`src/core/ebps_pkg.sv`:
```
// Purpose: Shared constants and types for the external bus pin select.
// Assumes: One 32-bit select register at a byte address on a plain port.
// Notes:   Pin vector packs port 2, then port 3, then port 1 pins.
package ebps_pkg;

	// Register map
	localparam logic [31:0] REG_ADDR   = 32'hE002C014;
	localparam logic [31:0] SEL_RST    = 32'h006000C0;
	localparam logic [31:0] WRITE_MASK = 32'h0FF3E9F0;

	// Field positions
	localparam int F_BUSW     = 4;
	localparam int F_ANALOG_INPUT_SIX     = 6;
	localparam int F_ANALOG_INPUT_SEVEN     = 7;
	localparam int F_WSTROBE  = 8;
	localparam int F_BANK1    = 11;
	localparam int F_EXTERNAL_CLOCK_OUTPUT     = 13;
	localparam int F_BANK2    = 14;
	localparam int F_BANK3    = 16;
	localparam int F_D2928    = 20;
	localparam int F_ANALOG_INPUT_FOUR     = 21;
	localparam int F_ANALOG_INPUT_FIVE     = 22;
	localparam int F_ADDR0    = 23;
	localparam int F_ADDR1    = 24;
	localparam int F_ADDRCNT  = 25;

	// Bus-width codes
	localparam logic [1:0] BUSW_8    = 2'h0;
	localparam logic [1:0] BUSW_16   = 2'h1;
	localparam logic [1:0] BUSW_32   = 2'h2;
	localparam logic [1:0] BUSW_NONE = 2'h3;

	// Bank select codes, others reserved
	localparam logic [1:0] BANK_PORT = 2'h0;
	localparam logic [1:0] BANK_CHIP = 2'h1;

	// Address-line-count codes
	localparam logic [2:0] ADDR_NONE = 3'h0;
	localparam logic [2:0] ADDR_FULL = 3'h7;
	localparam int         ADDR_W    = 22;

	// Strap codes
	localparam logic [1:0] BOOT_ADDR0 = 2'h0;
	localparam logic [1:0] BOOT_NOEXT = 2'h3;

	// Pin vector layout
	localparam int PIN_COUNT   = 66;
	localparam int PIN_P2_BASE = 0;
	localparam int PIN_P3_BASE = 32;
	localparam int PIN_P1_BASE = 64;
	localparam int PORT_W      = 32;
	localparam int P1_W        = 2;
	localparam int P2_ANALOG_INPUT_FOUR     = 30;
	localparam int P2_ANALOG_INPUT_FIVE     = 31;
	localparam int P3_ADDR_LO  = 2;
	localparam int P3_A23      = 23;
	localparam int P3_BANK3    = 24;
	localparam int P3_BANK2    = 25;
	localparam int P3_BANK1    = 26;
	localparam int P3_WSTROBE  = 27;
	localparam int P3_LANE3    = 28;
	localparam int P3_LANE2    = 29;
	localparam int P3_LANE1    = 30;
	localparam int P3_LANE0    = 31;

	typedef enum logic [1:0] {
		LD_SYNC1 = 2'b00,
		LD_SYNC2 = 2'b01,
		LD_LOAD  = 2'b10,
		LD_RUN   = 2'b11
	} ebps_ld_e;

	typedef struct packed {
		logic                  low_bus;
		logic                  mid_bus;
		logic                  up_bus;
		logic                  analog_input_four;
		logic                  analog_input_five;
		logic                  analog_input_six;
		logic                  analog_input_seven;
		logic                  wstrobe;
		logic                  bank1;
		logic                  bank2;
		logic                  bank3;
		logic                  external_clock_output;
		logic                  addr0;
		logic                  addr1;
		logic [ADDR_W-1:0]     addr;
		logic [PIN_COUNT-1:0]  is_port;
	} ebps_pins_s;

	// Address mask for EXTERNAL_ADDRESS_LINES from the line-count code
	function automatic logic [ADDR_W-1:0] addr_mask(input logic [2:0] code);
		logic [ADDR_W-1:0] m;
		m = '0;
		case (code)
			3'h1:    m = 22'h000003;
			3'h2:    m = 22'h00000F;
			3'h3:    m = 22'h00003F;
			3'h4:    m = 22'h0003FF;
			3'h5:    m = 22'h003FFF;
			3'h6:    m = 22'h03FFFF;
			3'h7:    m = 22'h3FFFFF;
			default: m = '0;
		endcase
		return m;
	endfunction : addr_mask

endpackage : ebps_pkg

```
`src/core/ebps_dir_mux.sv`:
```
// Purpose: Per-pin direction select between port and function control.
// Assumes: All inputs come from logic on the same clock.
// Notes:   Direction 1 drives the pin; the result is registered.
`timescale 1ns/1ps
module ebps_dir_mux (
	// Clock and reset
	input  wire logic                           clock,
	input  wire logic                           rst_n,
	// Selection and direction sources
	input  wire logic [ebps_pkg::PIN_COUNT-1:0] port_sel,
	input  wire logic [ebps_pkg::PIN_COUNT-1:0] gpio_dir,
	input  wire logic [ebps_pkg::PIN_COUNT-1:0] func_dir,
	// Resolved direction
	output logic      [ebps_pkg::PIN_COUNT-1:0] pin_dir
);

	typedef struct packed {
		logic [ebps_pkg::PIN_COUNT-1:0] dir;
	} ebps_dir_s;

	ebps_dir_s s_r;
	ebps_dir_s s_nxt;

	always_comb begin
		s_nxt = s_r;
		// Port bit only counts while the port function owns the pin
		s_nxt.dir = (port_sel & gpio_dir) | (~port_sel & func_dir);
	end

	always_ff @(posedge clock or negedge rst_n) begin
		if (!rst_n) begin
			s_r <= '0;
		end else begin
			s_r <= s_nxt;
		end
	end

	assign pin_dir = s_r.dir;

endmodule : ebps_dir_mux

```
`src/core/ebps_top.sv`:
```
// Purpose: External bus pin function select register and pin decode.
// Assumes: Strap pins are asynchronous and held steady around reset.
// Notes:   All pins stay port pins, directed by the port register, until the straps have been loaded.
//
// Summary of operation
// - Bus width strap-reset; 11 gives low pins port
// - Upper data and lanes 2-3 only at 10
// - Bits 6,7,21,22 pick port or analog inputs
// - Bit 8 write strobe, bit 11 bank1 select
// - Bit 13 picks clock output unless full address
// - Bank2/3 fields: 00 port, 01 select, others reserved
// - Bits 23,24 make address lines 0,1 from straps
// - Field 27:25 sets address line count from straps
// - Port direction applies only to port-owned pins
`timescale 1ns/1ps
module ebps_top (
	// Clock and reset
	input  wire logic                           clock,
	input  wire logic                           rst_n,
	// Register port
	input  wire logic [31:0]                    addr,
	input  wire logic [31:0]                    wdata,
	input  wire logic                           wr,
	input  wire logic                           rd,
	output logic      [31:0]                    rdata,
	// Strap pins
	input  wire logic [1:0]                     boot_strap_pins,
	// Direction sources
	input  wire logic [ebps_pkg::PIN_COUNT-1:0] port_direction_register,
	input  wire logic                           mem_data_drive,
	// Function enables
	output logic                                low_byte_bus_en,
	output logic                                mid_byte_bus_en,
	output logic                                upper_bus_en,
	output logic                                analog_input_four_en,
	output logic                                analog_input_five_en,
	output logic                                analog_input_six_en,
	output logic                                analog_input_seven_en,
	output logic                                write_strobe_en,
	output logic                                bank1_chip_select_en,
	output logic                                bank2_chip_select_en,
	output logic                                bank3_chip_select_en,
	output logic                                external_clock_output_en,
	output logic                                addr_line0_en,
	output logic                                addr_line1_en,
	output logic [ebps_pkg::ADDR_W-1:0]         external_address_lines_en,
	// Pin ownership and direction
	output logic [ebps_pkg::PIN_COUNT-1:0]      pin_is_port,
	output logic [ebps_pkg::PIN_COUNT-1:0]      pin_dir,
	// Status
	output logic                                strap_loaded
);

	typedef struct packed {
		ebps_pkg::ebps_ld_e  state;
		logic [1:0]          sync1;
		logic [1:0]          sync2;
		logic [31:0]         sel;
		logic [31:0]         rdata;
		logic                loaded;
		ebps_pkg::ebps_pins_s pins;
	} ebps_state_s;

	ebps_state_s                    s_r;
	ebps_state_s                    s_nxt;
	logic [ebps_pkg::PIN_COUNT-1:0] func_dir;
	logic                           reg_sel;

	// Bank select field; reserved codes keep the pin a port pin
	function automatic logic bank_sel(input logic [1:0] code);
		logic on;
		on = 1'b0;
		case (code)
			ebps_pkg::BANK_PORT: begin
				on = 1'b0;
			end
			ebps_pkg::BANK_CHIP: begin
				on = 1'b1;
			end
			default: begin
				on = 1'b0;
			end
		endcase
		return on;
	endfunction : bank_sel

	// Decode the select word into function enables and pin ownership
	function automatic ebps_pkg::ebps_pins_s decode(input logic [31:0] v);
		ebps_pkg::ebps_pins_s p;
		logic [1:0]           busw;
		logic [2:0]           acnt;
		p    = '0;
		busw = v[ebps_pkg::F_BUSW +: 2];
		acnt = v[ebps_pkg::F_ADDRCNT +: 3];
		// Wider buses include the narrower lanes
		case (busw)
			ebps_pkg::BUSW_8: begin
				p.low_bus = 1'b1;
			end
			ebps_pkg::BUSW_16: begin
				p.low_bus = 1'b1;
				p.mid_bus = 1'b1;
			end
			ebps_pkg::BUSW_32: begin
				p.low_bus = 1'b1;
				p.mid_bus = 1'b1;
				p.up_bus  = 1'b1;
			end
			ebps_pkg::BUSW_NONE: begin
				p.low_bus = 1'b0;
			end
			default: begin
				p.low_bus = 1'b0;
			end
		endcase
		// Analog pins follow their bits only off the 32-bit bus
		p.analog_input_four = !p.up_bus && v[ebps_pkg::F_ANALOG_INPUT_FOUR];
		p.analog_input_five = !p.up_bus && v[ebps_pkg::F_ANALOG_INPUT_FIVE];
		p.analog_input_six = !p.up_bus && v[ebps_pkg::F_ANALOG_INPUT_SIX];
		p.analog_input_seven = !p.up_bus && v[ebps_pkg::F_ANALOG_INPUT_SEVEN];
		p.wstrobe = v[ebps_pkg::F_WSTROBE];
		p.bank1   = v[ebps_pkg::F_BANK1];
		// Reserved bank codes leave the pin with the port
		p.bank2 = bank_sel(v[ebps_pkg::F_BANK2 +: 2]);
		p.bank3 = bank_sel(v[ebps_pkg::F_BANK3 +: 2]);
		p.addr  = ebps_pkg::addr_mask(acnt);
		p.external_clock_output  = (acnt != ebps_pkg::ADDR_FULL) && v[ebps_pkg::F_EXTERNAL_CLOCK_OUTPUT];
		p.addr0 = v[ebps_pkg::F_ADDR0];
		p.addr1 = v[ebps_pkg::F_ADDR1];

		// Port 2: data lanes and analog inputs
		p.is_port[ebps_pkg::PIN_P2_BASE +: 8] = {8{!p.low_bus}};
		p.is_port[ebps_pkg::PIN_P2_BASE + 8 +: 8] = {8{!p.mid_bus}};
		// Lines 29:28 stay port off the 32-bit bus; bit 20 high is reserved
		p.is_port[ebps_pkg::PIN_P2_BASE + 16 +: 14] = {14{!p.up_bus}};
		p.is_port[ebps_pkg::PIN_P2_BASE + ebps_pkg::P2_ANALOG_INPUT_FOUR] =
			!p.up_bus && !p.analog_input_four;
		p.is_port[ebps_pkg::PIN_P2_BASE + ebps_pkg::P2_ANALOG_INPUT_FIVE] =
			!p.up_bus && !p.analog_input_five;

		// Port 3: address, strobes and selects
		p.is_port[ebps_pkg::PIN_P3_BASE] = !p.addr0;
		p.is_port[ebps_pkg::PIN_P3_BASE + 1] = !p.addr1;
		p.is_port[ebps_pkg::PIN_P3_BASE + ebps_pkg::P3_ADDR_LO +: 21] =
			~p.addr[20:0];
		p.is_port[ebps_pkg::PIN_P3_BASE + ebps_pkg::P3_A23] =
			!p.addr[ebps_pkg::ADDR_W-1] && !p.external_clock_output;
		p.is_port[ebps_pkg::PIN_P3_BASE + ebps_pkg::P3_BANK3] =
			!p.bank3;
		p.is_port[ebps_pkg::PIN_P3_BASE + ebps_pkg::P3_BANK2] =
			!p.bank2;
		p.is_port[ebps_pkg::PIN_P3_BASE + ebps_pkg::P3_BANK1] =
			!p.bank1;
		p.is_port[ebps_pkg::PIN_P3_BASE + ebps_pkg::P3_WSTROBE] =
			!p.wstrobe;
		p.is_port[ebps_pkg::PIN_P3_BASE + ebps_pkg::P3_LANE3] =
			!p.up_bus && !p.analog_input_seven;
		p.is_port[ebps_pkg::PIN_P3_BASE + ebps_pkg::P3_LANE2] =
			!p.up_bus && !p.analog_input_six;
		p.is_port[ebps_pkg::PIN_P3_BASE + ebps_pkg::P3_LANE1] =
			!p.mid_bus;
		p.is_port[ebps_pkg::PIN_P3_BASE + ebps_pkg::P3_LANE0] =
			!p.low_bus;

		// Port 1: bank0 select and output strobe
		p.is_port[ebps_pkg::PIN_P1_BASE +: ebps_pkg::P1_W] =
			{ebps_pkg::P1_W{!p.low_bus}};
		return p;
	endfunction : decode

	// Apply strap values to the strap-dependent fields
	function automatic logic [31:0] strap_apply(input logic [31:0] v,
		input logic [1:0] boot);
		logic [31:0] r;
		r = v;
		r[ebps_pkg::F_BUSW +: 2] = boot;
		r[ebps_pkg::F_ADDR0] = (boot == ebps_pkg::BOOT_ADDR0);
		r[ebps_pkg::F_ADDR1] = boot[1];
		r[ebps_pkg::F_ADDRCNT +: 3] = (boot == ebps_pkg::BOOT_NOEXT) ?
			ebps_pkg::ADDR_NONE : ebps_pkg::ADDR_FULL;
		return r;
	endfunction : strap_apply

	// The register answers at one address only
	assign reg_sel = (addr == ebps_pkg::REG_ADDR);

	always_comb begin
		s_nxt = s_r;
		s_nxt.sync1 = boot_strap_pins;
		s_nxt.sync2 = s_r.sync1;
		s_nxt.rdata = '0;

		case (s_r.state)
			ebps_pkg::LD_SYNC1: begin
				s_nxt.state = ebps_pkg::LD_SYNC2;
			end
			ebps_pkg::LD_SYNC2: begin
				s_nxt.state = ebps_pkg::LD_LOAD;
			end
			ebps_pkg::LD_LOAD: begin
				s_nxt.sel   = strap_apply(s_r.sel, s_r.sync2);
				s_nxt.state = ebps_pkg::LD_RUN;
			end
			ebps_pkg::LD_RUN: begin
				s_nxt.state = ebps_pkg::LD_RUN;
			end
			default: begin
				s_nxt.state = ebps_pkg::LD_SYNC1;
			end
		endcase

		// A write in the strap-load cycle takes precedence
		if (wr && reg_sel) begin
			s_nxt.sel = wdata & ebps_pkg::WRITE_MASK;
		end

		// Read data stand for the one cycle after the strobe
		if (rd && reg_sel) begin
			s_nxt.rdata = s_r.sel & ebps_pkg::WRITE_MASK;
		end

		// Status kept in a flop of its own
		s_nxt.loaded = (s_nxt.state == ebps_pkg::LD_RUN);

		// Everything stays a port pin, direction from the port register, until the straps are in
		if (s_nxt.state == ebps_pkg::LD_RUN) begin
			s_nxt.pins = decode(s_nxt.sel);
		end else begin
			s_nxt.pins = '0;
			s_nxt.pins.is_port = '1;
		end
	end

	// Straps are taken once after each reset
	always_ff @(posedge clock or negedge rst_n) begin
		if (!rst_n) begin
			s_r.state <= ebps_pkg::LD_SYNC1;
			s_r.sync1 <= '0;
			s_r.sync2 <= '0;
			s_r.sel   <= ebps_pkg::SEL_RST;
			s_r.rdata <= '0;
			s_r.loaded <= 1'b0;
			s_r.pins  <= '0;
			s_r.pins.is_port <= '1;
		end else begin
			s_r <= s_nxt;
		end
	end

	// Directions for pins owned by a function
	always_comb begin
		func_dir = '1;
		// Address, strobe and select pins always drive
		func_dir[ebps_pkg::PIN_P3_BASE +: ebps_pkg::PORT_W] =
			{ebps_pkg::PORT_W{1'b1}};
		func_dir[ebps_pkg::PIN_P1_BASE +: ebps_pkg::P1_W] =
			{ebps_pkg::P1_W{1'b1}};
		// Data lanes follow the memory controller's drive
		func_dir[ebps_pkg::PIN_P2_BASE +: ebps_pkg::PORT_W] =
			{ebps_pkg::PORT_W{mem_data_drive}};
		// Analog inputs never drive
		func_dir[ebps_pkg::PIN_P2_BASE + ebps_pkg::P2_ANALOG_INPUT_FOUR] =
			mem_data_drive && s_r.pins.up_bus;
		func_dir[ebps_pkg::PIN_P2_BASE + ebps_pkg::P2_ANALOG_INPUT_FIVE] =
			mem_data_drive && s_r.pins.up_bus;
		func_dir[ebps_pkg::PIN_P3_BASE + ebps_pkg::P3_LANE3] =
			s_r.pins.up_bus;
		func_dir[ebps_pkg::PIN_P3_BASE + ebps_pkg::P3_LANE2] =
			s_r.pins.up_bus;
	end

	ebps_dir_mux u_dir (
		.clock    (clock),
		.rst_n    (rst_n),
		.port_sel (s_r.pins.is_port),
		.gpio_dir (port_direction_register),
		.func_dir (func_dir),
		.pin_dir  (pin_dir)
	);

	assign rdata                     = s_r.rdata;
	assign low_byte_bus_en           = s_r.pins.low_bus;
	assign mid_byte_bus_en           = s_r.pins.mid_bus;
	assign upper_bus_en              = s_r.pins.up_bus;
	assign analog_input_four_en      = s_r.pins.analog_input_four;
	assign analog_input_five_en      = s_r.pins.analog_input_five;
	assign analog_input_six_en       = s_r.pins.analog_input_six;
	assign analog_input_seven_en     = s_r.pins.analog_input_seven;
	assign write_strobe_en           = s_r.pins.wstrobe;
	assign bank1_chip_select_en      = s_r.pins.bank1;
	assign bank2_chip_select_en      = s_r.pins.bank2;
	assign bank3_chip_select_en      = s_r.pins.bank3;
	assign external_clock_output_en  = s_r.pins.external_clock_output;
	assign addr_line0_en             = s_r.pins.addr0;
	assign addr_line1_en             = s_r.pins.addr1;
	assign external_address_lines_en = s_r.pins.addr;
	assign pin_is_port               = s_r.pins.is_port;
	assign strap_loaded              = s_r.loaded;

endmodule : ebps_top

```
`config.mk`:
```
export PLATFORM = sky130hd
export DESIGN_NAME = ebps_top
export DESIGN_NICKNAME = d
export VERILOG_FILES = /design/src/core/ebps_pkg.sv /design/src/core/ebps_dir_mux.sv /design/src/core/ebps_top.sv
export SDC_FILE = /design/constraint.sdc
export NUM_CORES = 1
export LEC_CHECK = 0
export BUFFER_PORTS_ARGS = -buffer_cell sky130_fd_sc_hd__buf_2
export CAP_MARGIN = 15
export CORE_MARGIN = 8
export CORE_UTILIZATION = 49
export CTS_CLUSTER_SIZE = 40
export DETAILED_ROUTE_END_ITERATION = 8
export PLACE_DENSITY = 0.84
export SYNTH_ARGS = -nofsm -noshare
export SYNTH_HDL_FRONTEND = slang
export SYNTH_SLANG_ARGS = --single-unit
```
`constraint.sdc`:
```
create_clock -name clock -period 5.95 [get_ports clock]
set_input_delay 0.2975 -clock clock [delete_from_list [all_inputs] [get_ports clock]]
set_output_delay 0.2975 -clock clock [all_outputs]
set_load 0.005 [all_outputs]
```
# Word-level counts from Yosys, hierarchy flattened
# Cells that the tools add are included.
op_classes:
  eq_ne: 19
  mux: 18
  n_bitwise: 5
  reduce_logical: 34
ops:
  columns: ["op", "n"]
  rows:
  - ["case mux 22 bit (7 select lines)", 1]
  - ["AND 66 bit", 2]
  - ["2-to-1 mux 102 bit", 1]
  - ["2-to-1 mux 28 bit", 3]
  - ["inverter 66 bit", 1]
  - ["bitwise OR 66 bit", 1]
  - ["== test 32 bit, second input constant", 1]
  - ["2-to-1 mux 22 bit", 1]
  - ["inverter 21 bit", 1]
  - ["zero test 1 bit", 15]
  - ["logical AND 1 bit", 13]
  - ["== test 2 bit, second input constant", 6]
  - ["== test 3 bit, second input constant", 4]
  - ["2-to-1 mux 1 bit", 9]
  - ["== test 2 x 1 -> 1 bit, second input constant", 4]
  - ["== test 3 x 2 -> 1 bit, second input constant", 2]
  - ["zero test 2 bit", 3]
  - ["case mux 2 bit (3 select lines)", 1]
  - ["OR reduction 2 bit", 2]
  - ["== test 3 x 1 -> 1 bit, second input constant", 1]
  - ["2-to-1 mux 3 bit", 1]
  - ["!= test 3 bit, second input constant", 1]
  - ["OR reduction 3 bit", 1]
  - ["case mux 1 bit (2 select lines)", 1]
word_totals:
  reg_bits: 235
  inputBits: 137
  output_inout_bits: 201
  word_cells: 100

# Depth between registers and ports, before layout
# Gate-level depths: netlist of run 1.
depth:
  ltp_word: 12
  mapped_depth: 10
  depth_no_buf: 8

# By module
# Synthesis of run 1 repeated with hierarchy kept, for this count alone.
unflattened:
  hier_cells: 489
  hier_area_um2: 6756.5
by_module_without_submodules:
  columns: ["module", "n_inst", "cells_each", "area_per_inst_um2", "seq_area_each_um2"]
  rows:
  - ["ebps_top", 1, 357, 4113.9, 2208.4]
  - ["ebps_dir_mux", 1, 132, 2642.5, 1651.6]

# Worst setup path before layout of run 1
# OpenSTA, ideal clock, no wires.
synth_path:
  kind: "in2reg"
  startpoint: "input addr[16]"
  endpoint: "register s_r, in the netlist analog_input_five_en"
  setup_ns: 0.078
  arrival_time_ns: 1.897
  t_required_ns: 5.872
  slack_ns: 3.975
  cell_stages: 9
  path_buffers: 1
  path_cell_list: "nor4b_2 and4_1 buf_6 nand3_4 mux2_2 ha_1 inv_1 nand2_1 a21oi_1"
synth_rtl:
  columns: ["item", "line", "rtl"]
  rows:
  - ["from (decl)", "ebps_top.sv:21", "input wire logic [31:0] addr,"]
  - ["to (signal assigned)", "ebps_top.sv:246", "s_r <= s_nxt;"]
  - ["to (decl)", "ebps_top.sv:64", "ebps_state_s s_r;"]

==> results by group, run 1 <==
Routing
  • Via count: 4576
  • Routed WL per cell: ~18 um
  • DR iter-0 viols: 200
  • DR DRC count: 0
  • Antenna Nets Post-Route: 0
  • Vias per std cell: around 4.8
  • Drt total wl: 16900 um
  • TritonRoute pass-1 iters: 4

Floorplanning
  • Die W: 133 um
  • Initial Util: between 50% and 60%
  • Core Region: ~13000 um^2
  • Site Rows: 42
  • Die ar.: 17700 um^2
  • Num ports: 338
  • Die Y: about 130 um

STA
  • Sum Neg Setup Slack: 0 ns
  • Crit share post-route: 42.6%
  • Max Clk Rate: a little under 400 MHz
  • Max-slew violations: 0
  • Unrepaired setup endpoints after global routing: false
  • Final count of negative-setup-slack endpoints: 0
  • Worst Tran Pin Value: 0.823 ns
  • Post-layout minimum cycle time: between 2 and 3 ns
  • Final hold viol count: 0
  • Hold WS: 0.0690 ns
  • Rel. slew slack: a little under half
  • Max Clock Skew: 0.00717 ns

Clock tree
  • Clk root buf: clkbuf_16
  • Hold Buf Count CTS: 3
  • CTS clk-pin slew, worst paths: roughly 0.060 ns
  • CTS max path bufs: 2
  • TritonCTS Buffers: 17
  • CTS tree: yes
  • Clock Latency Late Sink: approximately 0.4 ns
  • H-tree Lvls: 4
  • Post-CTS Setup Inserts: 0
  • Clock Sink Count: approximately 150
  • CTS resizes: 0

Setup path
  • Reg-to-Reg End: analog_input_five_en$_DFF_PN0_
  • Reg2reg start: s_r[171]$_DFF_PN0_
  • FF-to-FF setup slack: 3.42 ns
  • Critical Path Sink Type: flop
  • Crit path DAT: about 2.9 ns
  • Max FO, Critical Path: 10
  • Worst R2R Path Depth: 7
  • Nature of the critical path startpoint: flop
  • CP Class: flop to flop
  • Worst EP required: roughly 6.3 ns

Cells and area
  • Share of cells above drive strength 1: ~53%
  • Area delta synth->final: 21.9%
  • Finished Cell Area: ~8200 um^2
  • Fillcell total: 1083
  • Commonest non-fill, non-tap cell in the layout: buf_2
  • Final nets: 909
  • Most frequent cells in the layout: buf_2 (310), dfrtp_1 (128), nand2_1 (82)

Logic synthesis
  • #FFs+latches synth: roughly 150
  • Sequential area share after synthesis: 57.6%
  • Syn Area/Cell: ~12 um^2
  • Most used DFF post-synth: dfrtp_1
  • Syn Std Cell Area: approximately 6700 um^2
  • Synth warn: 0
  • Post-synth cell types: 48
  • Syn Inst Count: ~560
  • Ys async rst share: 100%
  • Number of synthesized flops with an enable pin: 0

Hold path
  • Worst hold path type: input port to flop
  • Hold wc startpoint: port_direction_register[33]
  • Hold Crit Endpoint: u_dir.pin_dir[33]$_DFF_PN0_
  • Worst hold path depth: 2

Power
  • Worst vdd ir: between 0.15 and 0.2 mV
  • Pleak: 4.22 nW
  • P per Cell Area: about 290 nW/um^2

Global route
  • First-pass GRT wire length: roughly 27000 um
  • Largest net degree at the start of global routing: 96
  • Gr usage total: between 10% and 20%
  • Initial antenna violation count: 3
  • Vias in the first global route: between 4000 and 5000
  • Grt ovf: 0

Place
  • Placed Area: approximately 7500 um^2
  • Gpl congestion: ~0.85
  • Port bufs: 311
  • DP HPWL: roughly 13000 um

Flow run
  • Max cap viols: 0

Run status
  • Status: completed
[synthesized netlist by cell type, types with 2 or more instances]
cell type	instances	area share [%]
dfstp_2	25	9.8
nand3b_1	4	0.45
nand3_1	5	0.37
o21ai_0	7	0.52
nor4_4	2	0.63
o211ai_1	2	0.22
nand4_1	5	0.47
nor2_1	4	0.22
mux2i_1	13	1.9
nand4_2	2	0.37
and4bb_2	2	0.37
nor4_1	3	0.28
a31o_2	4	0.52
buf_2	2	0.15
mux2_2	24	4.0
mux2_4	5	1.1
nand2b_1	37	3.5
ha_1	2	0.37
and2_1	19	1.8
dfrtp_1	128	48
inv_1	6	0.34
or2_2	3	0.28
clkinv_1	2	0.11
a21oi_1	6	0.45
and3_1	3	0.28
buf_4	124	14
o21a_1	3	0.34
nand2_1	82	4.6
a311oi_1	2	0.26
nor4b_4	3	1.1
clkbuf_1	11	0.62
and4_1	2	0.26
buf_6	2	0.34
o31ai_1	5	0.56
[final cells by class]
cell class	instances	area (um^2)	area share [%]
clock inverter	14	161	1.97
multi-input combinational	273	1850	22.7
antenna	3	7.51	0.0918
inverter	8	30.0	0.367
tap	176	220	2.69
clock buffer	18	429	5.25
sequential	153	3860	47.2
timing repair buffer	317	1620	19.8
[cells by family after synthesis]
family,after synthesis,synth area share (%)
simple gates,181,15.7
flops,153,57.6
buf+inv,149,15.6
mux,42,7.09
compound gates,35,3.64
fa+ha+maj,2,0.373
other cells,1,0.0559
[how the worst max path moves through the flow]
stage               cells past startpoint                               to          startpoint  slack [ns]
finish                                  7   analog_input_five_en$_DFF_PN0_  s_r[171]$_DFF_PN0_        3.42
global placement                        9  analog_input_seven_en$_DFF_PN0_            addr[16]        3.23
floorplan                               9   analog_input_five_en$_DFF_PN0_            addr[16]        3.98
detailed placement                      9    analog_input_six_en$_DFF_PN0_            addr[16]        3.21
global route                            7   analog_input_five_en$_DFF_PN0_  s_r[171]$_DFF_PN0_        3.29
CTS                                     7   analog_input_five_en$_DFF_PN0_  s_r[171]$_DFF_PN0_        3.42
[flip-flops by register name, indices dropped and copies added, names as in the netlist, 2 cells and up]
name / flops
rdata: 19
s_nxt: 2
s_r: 23
external_address_lines_en: 7
pin_is_port: 21
u_dir.pin_dir: 66
[critical path: stages, from the launching register on]
cell and delay [ns]:
dfrtp_1 0.41, nor2b_1 0.66, mux2_2 0.41, mux2_2 0.29
ha_1 0.22, inv_1 0.15, nand2_1 0.14, a21oi_1 0.17
[where the power goes]
group | switching, mW | leakage, nW | internal [mW]
sequential | 0.0264 | 1.77 | 1.09
combinational | 0.106 | 2.16 | 0.104
clock | 0.433 | 0.285 | 0.629
[layer usage]
metal | part of all wire [%] | global-route usage [%] | vias up | wire [um]
met4 | 2.7 | 9.46 | 0 | 463
met2 | 53 | 33.9 | 219 | 9030
met5 | 0 | 0 | - | 0
met1 | 36 | 19.8 | 2198 | 6110
met3 | 7.9 | 7.19 | 27 | 1340
li1 | - | - | 2132 | -
[per-stage QoR]
stage | total power [mW] | std cells | setup slack (ns) | utilization (%)
final | 2.39 | 962 | 3.42 | 61.5
after global routing | 2.50 | 962 | 3.29 | 61.5
after CTS | 2.42 | 959 | 3.42 | 61.5
after detailed placement | 1.35 | 924 | 3.21 | 56.8
after global placement | 1.34 | 924 | 3.23 | 56.8
after floorplan | 1.25 | 575 | 3.98 | -
No activity file was read; power rests on OpenSTA's default activity.
==> run 2, diff against run 1 <==
- CORE_UTILIZATION: 49 -> 41
- PLACE_DENSITY: 0.84 -> 0.75
- clock period: 5.95 -> 2.1 ns (I/O delays scaled with it)
==> run 2 against run 1 <==
Effect of this change:
- clock skew is 0.0016 ns lower
- critical path type unchanged
- sequential power grew to 2.8 times the previous value
- design area is 13% higher
- global-route usage is 1.8 points lower
- highest routed layer unchanged
- fmax is 28% higher
==> results by group, run 2 (synthesized netlist as in run 1, its figures left out) <==
Clock tree
  • H-tree Lvls: 4 (unchanged)
  • CTS resizes: 0 (unchanged)
  • Clock Sink Count: 153 (unchanged)
  • TritonCTS Buffers: 17 (unchanged)
  • CTS max path bufs: 2 (unchanged)
  • CTS clk-pin slew, worst paths: 0.06 ns (about the same)
  • Post-CTS Setup Inserts: 0 (unchanged)
  • Hold Buf Count CTS: 86 (+83)
  • Clock Latency Late Sink: 0.41 ns (about the same)
  • CTS tree: yes
  • Clk root buf: clkbuf_16

Routing
  • Vias per std cell: 4.49 (-5.5%)
  • TritonRoute pass-1 iters: 4 (unchanged)
  • DR DRC count: 0 (unchanged)
  • Met2 wire len: 9520 um (+5.5%)
  • Antenna Nets Post-Route: 0 (unchanged)
  • Via count: 4931 (+7.8%)
  • Routed WL per cell: 16.9 um (-3.9%)
  • Detail Route met3 WL: 1550 um (+16%)
  • Highest Signal Layer: met4
  • Drt total wl: 18600 um (+9.6%)
  • DR iter-0 viols: 204 (+2.0%)
  • Routed met1 length: 6940 um (+14%)

STA
  • Final count of negative-setup-slack endpoints: 0 (unchanged)
  • Max-slew violations: 0 (unchanged)
  • Worst Tran Pin Value: 0.504 ns (-0.318 ns)
  • Crit share post-route: 94.0% (+51 points)
  • Post-layout minimum cycle time: 1.97 ns (-0.561 ns)
  • Max Clk Rate: 507 MHz (+28%)
  • Final hold viol count: 0 (unchanged)
  • Max Clock Skew: 0.00560 ns (-0.00156 ns)
  • Sum Neg Setup Slack: 0 ns (unchanged)
  • Unrepaired setup endpoints after global routing: false
  • Setup slack after layout: 0.127 ns (-3.29 ns)
  • Rel. slew slack: 66.0% (+21 points)

Global route
  • Initial antenna violation count: 1 (-2)
  • Gr usage total: 17.5% (-1.8 points)
  • Vias in the first global route: 5282 (+6.1%)
  • Grt ovf: 0 (unchanged)
  • First-pass GRT wire length: 27800 um (+4.5%)
  • Largest net degree at the start of global routing: 53 (-45%)

Cells and area
  • Most frequent cells in the layout: buf_2 (310), dfrtp_1 (128), dlygate4sd3_1 (86)
  • Finished Cell Area: 9240 um^2 (+13%)
  • Area delta synth->final: 37.8%
  • Commonest non-fill, non-tap cell in the layout: buf_2
  • Largest register FFs: 66 (unchanged)
  • Final nets: 1006 (+11%)
  • Share of cells above drive strength 1: 49.2% (-4.2 points)

Setup path
  • Crit-path cells: nor2b_1 > mux2_2 > mux2_2 > ha_1 > inv_1 > nand2_1 > a21oi_1
  • Critical Path Sink Type: flop
  • CP Class: flop to flop
  • Crit-path max cell delay: 0.38 ns (-0.28 ns)
  • CP max stage cell: dfrtp_1
  • Crit path DAT: 2.30 ns (-0.56 ns)
  • Max FO, Critical Path: 5 (-5)
  • Crit-path leading delay family: multiplexers
  • CP dominant cell by count: mux2_2
  • Nature of the critical path startpoint: flop
  • Worst EP required: 2.43 ns (-3.85 ns)
  • Buffers & Inverters on Critical Path: 1 (unchanged)

Floorplanning
  • Site Rows: 46 (+9.5%)
  • Die ar.: 20700 um^2 (+17%)
  • Initial Util: 42.1% (-8.4 points)
  • Die W: 144 um (+8.2%)
  • Die Y: 144 um (+8.2%)
  • Num ports: 338 (unchanged)
  • Core Region: 15900 um^2 (+20%)

Place
  • DP HPWL: 13200 um (+2.9%)
  • Placed Area: 7740 um^2 (+2.6%)
  • Worst slack, placed: 0.0803 ns (-3.13 ns)
  • Port bufs: 311 (unchanged)
  • Gpl congestion: 0.847 (unchanged)

Flow run
  • Max cap viols: 0 (unchanged)

Run status
  • Status: completed

Power
  • Pleak: 4.67 nW (+11%)
  • Worst vdd ir: 0.550 mV (+190%)
  • P per Cell Area: 771 nW/um^2 (+160%)

Hold path
  • Worst hold path type: input port to flop
run 2: per-stage QoR:
| stage | total power, mW | instances | utilization, % | hold slack, ns |
|---|---|---|---|---|
| 2_1_floorplan | 3.55 | 575 | - | -0.191 |
| 3_3_place_gp | 3.82 | 978 | 48.6 | 0.0788 |
| 3_5_place_dp | 3.83 | 978 | 48.6 | 0.0809 |
| 4_1_cts | 7.22 | 1096 | 58.0 | 0.0219 |
| 5_1_grt | 7.44 | 1097 | 58.0 | 0.0193 |
| 6_report | 7.12 | 1097 | 58.0 | 0.0255 |
run 2: worst reg2reg max path, delay by kind of cell, from the launching register on:
family	cells	cell delay [ns]
adders and majority gates	1	0.22
muxes	2	0.65
buffers and inverters	1	0.14
and+or+nand+nor	2	0.35
DFF	1	0.38
AOI/OAI and AO/OA	1	0.16
run 2: cell type report:
type / count / area [um^2]
Fill cell: 1291 / 6700
Multi-Input combinational cell: 273 / 1850
Clock inverter: 11 / 158
Antenna cell: 1 / 2.50
Timing Repair Buffer: 414 / 2590
Inverter: 8 / 30.0
Sequential cell: 153 / 3860
Clock buffer: 21 / 480
Tap cell: 216 / 270
run 2: path summary, 6_finish.rpt:
check | from | end | slack, ns | cells after the start
max in group asynchronous | rst_n | pin_is_port[51]$_DFF_PN1_ | 1.15 | 3
worst max register to register | s_r[171]$_DFF_PN0_ | analog_input_six_en$_DFF_PN0_ | 0.13 | 7
min in group asynchronous | rst_n | u_dir.pin_dir[21]$_DFF_PN0_ | 0.22 | 2
worst min register to register | s_nxt[167]$_DFF_PN0_ | s_r[167]$_DFF_PN0_ | 0.36 | 0
worst min-delay path | mem_data_drive | u_dir.pin_dir[31]$_DFF_PN0_ | 0.03 | 3
worst max-delay path | s_r[171]$_DFF_PN0_ | analog_input_six_en$_DFF_PN0_ | 0.13 | 7
run 2: routing by layer:
metal	vias to the layer above	GRT usage (%)
met5	-	0
met2	239	31.8
met4	0	7.97
met1	2331	18.5
met3	35	4.74
li1	2326	-
run 2: power breakdown:
| part | internal (mW) | switching [mW] |
|---|---|---|
| logic | 0.405 | 0.347 |
| registers | 3.09 | 0.0700 |
| clock network | 2.02 | 1.19 |
| total | 5.51 | 1.61 |
==> run 3, diff against run 2 <==
- CORE_ASPECT_RATIO: not set -> 0.5
==> run 3 against run 2 <==
Effect of this change:
- sequential power about the same
- global-route usage increased by 0.33 points
- design area about the same
- fmax increased by 0.63%
- die area increased by 1.2%
- routed wire length increased by 3.2%
- critical endpoint is now analog_input_five_en$_DFF_PN0_
- largest power group unchanged
==> results by group, run 3 (synthesized netlist as in run 1, its figures left out) <==
Place
  • Port bufs: 311 (unchanged)
  • Gpl congestion: 0.801 (-5.4%)
  • DP HPWL: 13400 um (+1.5%)
  • Placed Cells: 991 (+1.3%)

Cells and area
  • Most frequent cells in the layout: buf_2 (310), dfrtp_1 (128), dlygate4sd3_1 (86)
  • Share of cells above drive strength 1: 49.5% (+0.34 points)
  • Commonest non-fill, non-tap cell in the layout: buf_2
  • Final nets: 1008 (+0.20%)
  • Area delta synth->final: 37.9% (about the same)
  • Non-Filler Instances: 1112 (+1.4%)
  • Finished Core Util: 57.1% (-0.84 points)
  • Largest register FFs: 66 (unchanged)
  • Fillcell total: 1328 (+2.9%)

Floorplanning
  • Num ports: 338 (unchanged)
  • Die ar.: 21000 um^2 (+1.2%)
  • Core Region: 16200 um^2 (+1.5%)
  • Initial Util: 41.4% (-0.63 points)
  • Die Y: 106 um (-26%)
  • Site Rows: 33 (-28%)
  • Die W: 197 um (+37%)

Clock tree
  • TritonCTS Buffers: 17 (unchanged)
  • Clock Latency Late Sink: 0.42 ns (about the same)
  • CTS clk-pin slew, worst paths: 0.07 ns (about the same)
  • Clock Sink Count: 153 (unchanged)
  • Clk root buf: clkbuf_16
  • H-tree Lvls: 4 (unchanged)
  • CTS tree: yes
  • CTS max path bufs: 2 (unchanged)

Global route
  • Largest net degree at the start of global routing: 58 (+9.4%)
  • GR Util met1: 19.5% (+0.92 points)
  • Met3 Track Usage GR: 3.47% (-1.3 points)
  • Met2 Track Usage GR: 33.2% (+1.4 points)
  • Grt ovf: 0 (unchanged)
  • Initial antenna violation count: 4 (+3)
  • Grt peak-use layer: met2
  • First-pass GRT wire length: 29700 um (+7.0%)
  • Gr usage total: 17.8% (+0.33 points)
  • Vias in the first global route: 5439 (+3.0%)

STA
  • Max Clock Skew: 0.00787 ns (+0.00227 ns)
  • Post-layout minimum cycle time: 1.96 ns (-0.0124 ns)
  • Unrepaired setup endpoints after global routing: false
  • Crit share post-route: 93.4% (-0.59 points)
  • Max-slew violations: 0 (unchanged)
  • Worst Tran Pin Value: 0.533 ns (+0.0289 ns)
  • Rel. slew slack: 64.5% (-1.5 points)
  • Sum Neg Setup Slack: 0 ns (unchanged)
  • Final hold viol count: 0 (unchanged)
  • Final count of negative-setup-slack endpoints: 0 (unchanged)
  • Max Clk Rate: 510 MHz (+0.63%)

Power
  • P per Cell Area: 767 nW/um^2 (-0.45%)
  • Worst vdd ir: 0.576 mV (+4.6%)
  • Pleak: 4.66 nW (-0.11%)

Routing
  • Vias per std cell: 4.48 (-0.35%)
  • Drt total wl: 19200 um (+3.2%)
  • Via count: 4981 (+1.0%)
  • Antenna Nets Post-Route: 0 (unchanged)
  • DR DRC count: 0 (unchanged)
  • TritonRoute pass-1 iters: 4 (unchanged)
  • Routed WL per cell: 17.2 um (+1.8%)
  • DR iter-0 viols: 264 (+29%)

Setup path
  • Critical Path Sink Type: flop
  • Worst R2R Path Depth: 7 (unchanged)
  • Worst EP required: 2.44 ns (about the same)
  • Crit path DAT: 2.30 ns (about the same)
  • Max FO, Critical Path: 5 (unchanged)
  • Nature of the critical path startpoint: flop
  • CP Class: flop to flop

Hold path
  • Worst hold path depth: 3 (unchanged)
  • Worst hold path type: input port to flop

Run status
  • Status: completed

Flow run
  • Max cap viols: 0 (unchanged)
==> run 3: cell types whose count changed in the layout (fill, tap and decap cells not counted), sizes merged <==
| cell | before | now |
|---|---|---|
| buf | 328 | 330 |
| clkbuf | 21 | 19 |
| clkinv | 4 | 6 |
| clkinvlp | 2 | 3 |
| diode | 1 | 3 |
| inv | 10 | 9 |
==> run 3: routing by layer <==
metal | share of wire [%] | up-vias
met5 | 0.042 | -
met4 | 2.8 | 2
met3 | 4.6 | 40
met2 | 55 | 155
met1 | 38 | 2455
li1 | - | 2329
==> run 3: report_power, final <==
part | internal [mW] | switching (mW)
logic | 0.404 | 0.352
clock network | 1.94 | 1.23
registers | 3.09 | 0.0710
total | 5.44 | 1.66
==> run 3: per-stage QoR <==
step                worst slack [ns]  hold slack [ns]  instance area [um^2]  power (mW)
finish                         0.139           0.0260                  9250        7.09
global route                  0.0440           0.0378                  9250        7.39
CTS                           0.0297           0.0323                  9240        7.18
detailed placement            0.0526            0.112                  7760        3.84
global placement               0.151           0.0991                  7760        3.82
floorplan                      0.193           -0.191                  6750        3.55
==> run 3: final timing paths <==
kind                                      start                              to  slack (ns)
min in group asynchronous                 rst_n     u_dir.pin_dir[24]$_DFF_PN0_        0.22
max                          s_r[171]$_DFF_PN0_  analog_input_five_en$_DFF_PN0_        0.14
min                              mem_data_drive     u_dir.pin_dir[31]$_DFF_PN0_        0.03
max in group asynchronous                 rst_n     u_dir.pin_dir[21]$_DFF_PN0_        1.08
max reg2reg                  s_r[171]$_DFF_PN0_  analog_input_five_en$_DFF_PN0_        0.14
min reg2reg                s_nxt[167]$_DFF_PN0_              s_r[167]$_DFF_PN0_        0.35
==> run 3: area by class of cell <==
type | instances | area (um^2) | share of cell area, %
diodes | 3 | 7.51 | 0.0812
clock buffers | 19 | 453 | 4.90
clock inverters | 13 | 166 | 1.80
inverters | 8 | 30.0 | 0.325
multi-input cells | 273 | 1860 | 20.1
flip-flops and latches | 153 | 3860 | 41.7
well taps | 227 | 284 | 3.07
repair buffers | 416 | 2590 | 28.0
==> run 3: what timing repair did <==
action | CTS | global route
buffers inserted | 0 | 0
gates resized for setup | 0 | 2
endpoints found under the hold margin | 136 | 0
setup endpoints to repair | 0 | 4
hold buffers | 86 | 0
==> run 3: critical path: stages, from the launching register on <==
cell	delay (ns)
dfrtp_1	0.42
nor2b_2	0.19
mux2_2	0.35
mux2_2	0.30
ha_1	0.23
inv_2	0.11
nand2_1	0.11
a21oi_1	0.16
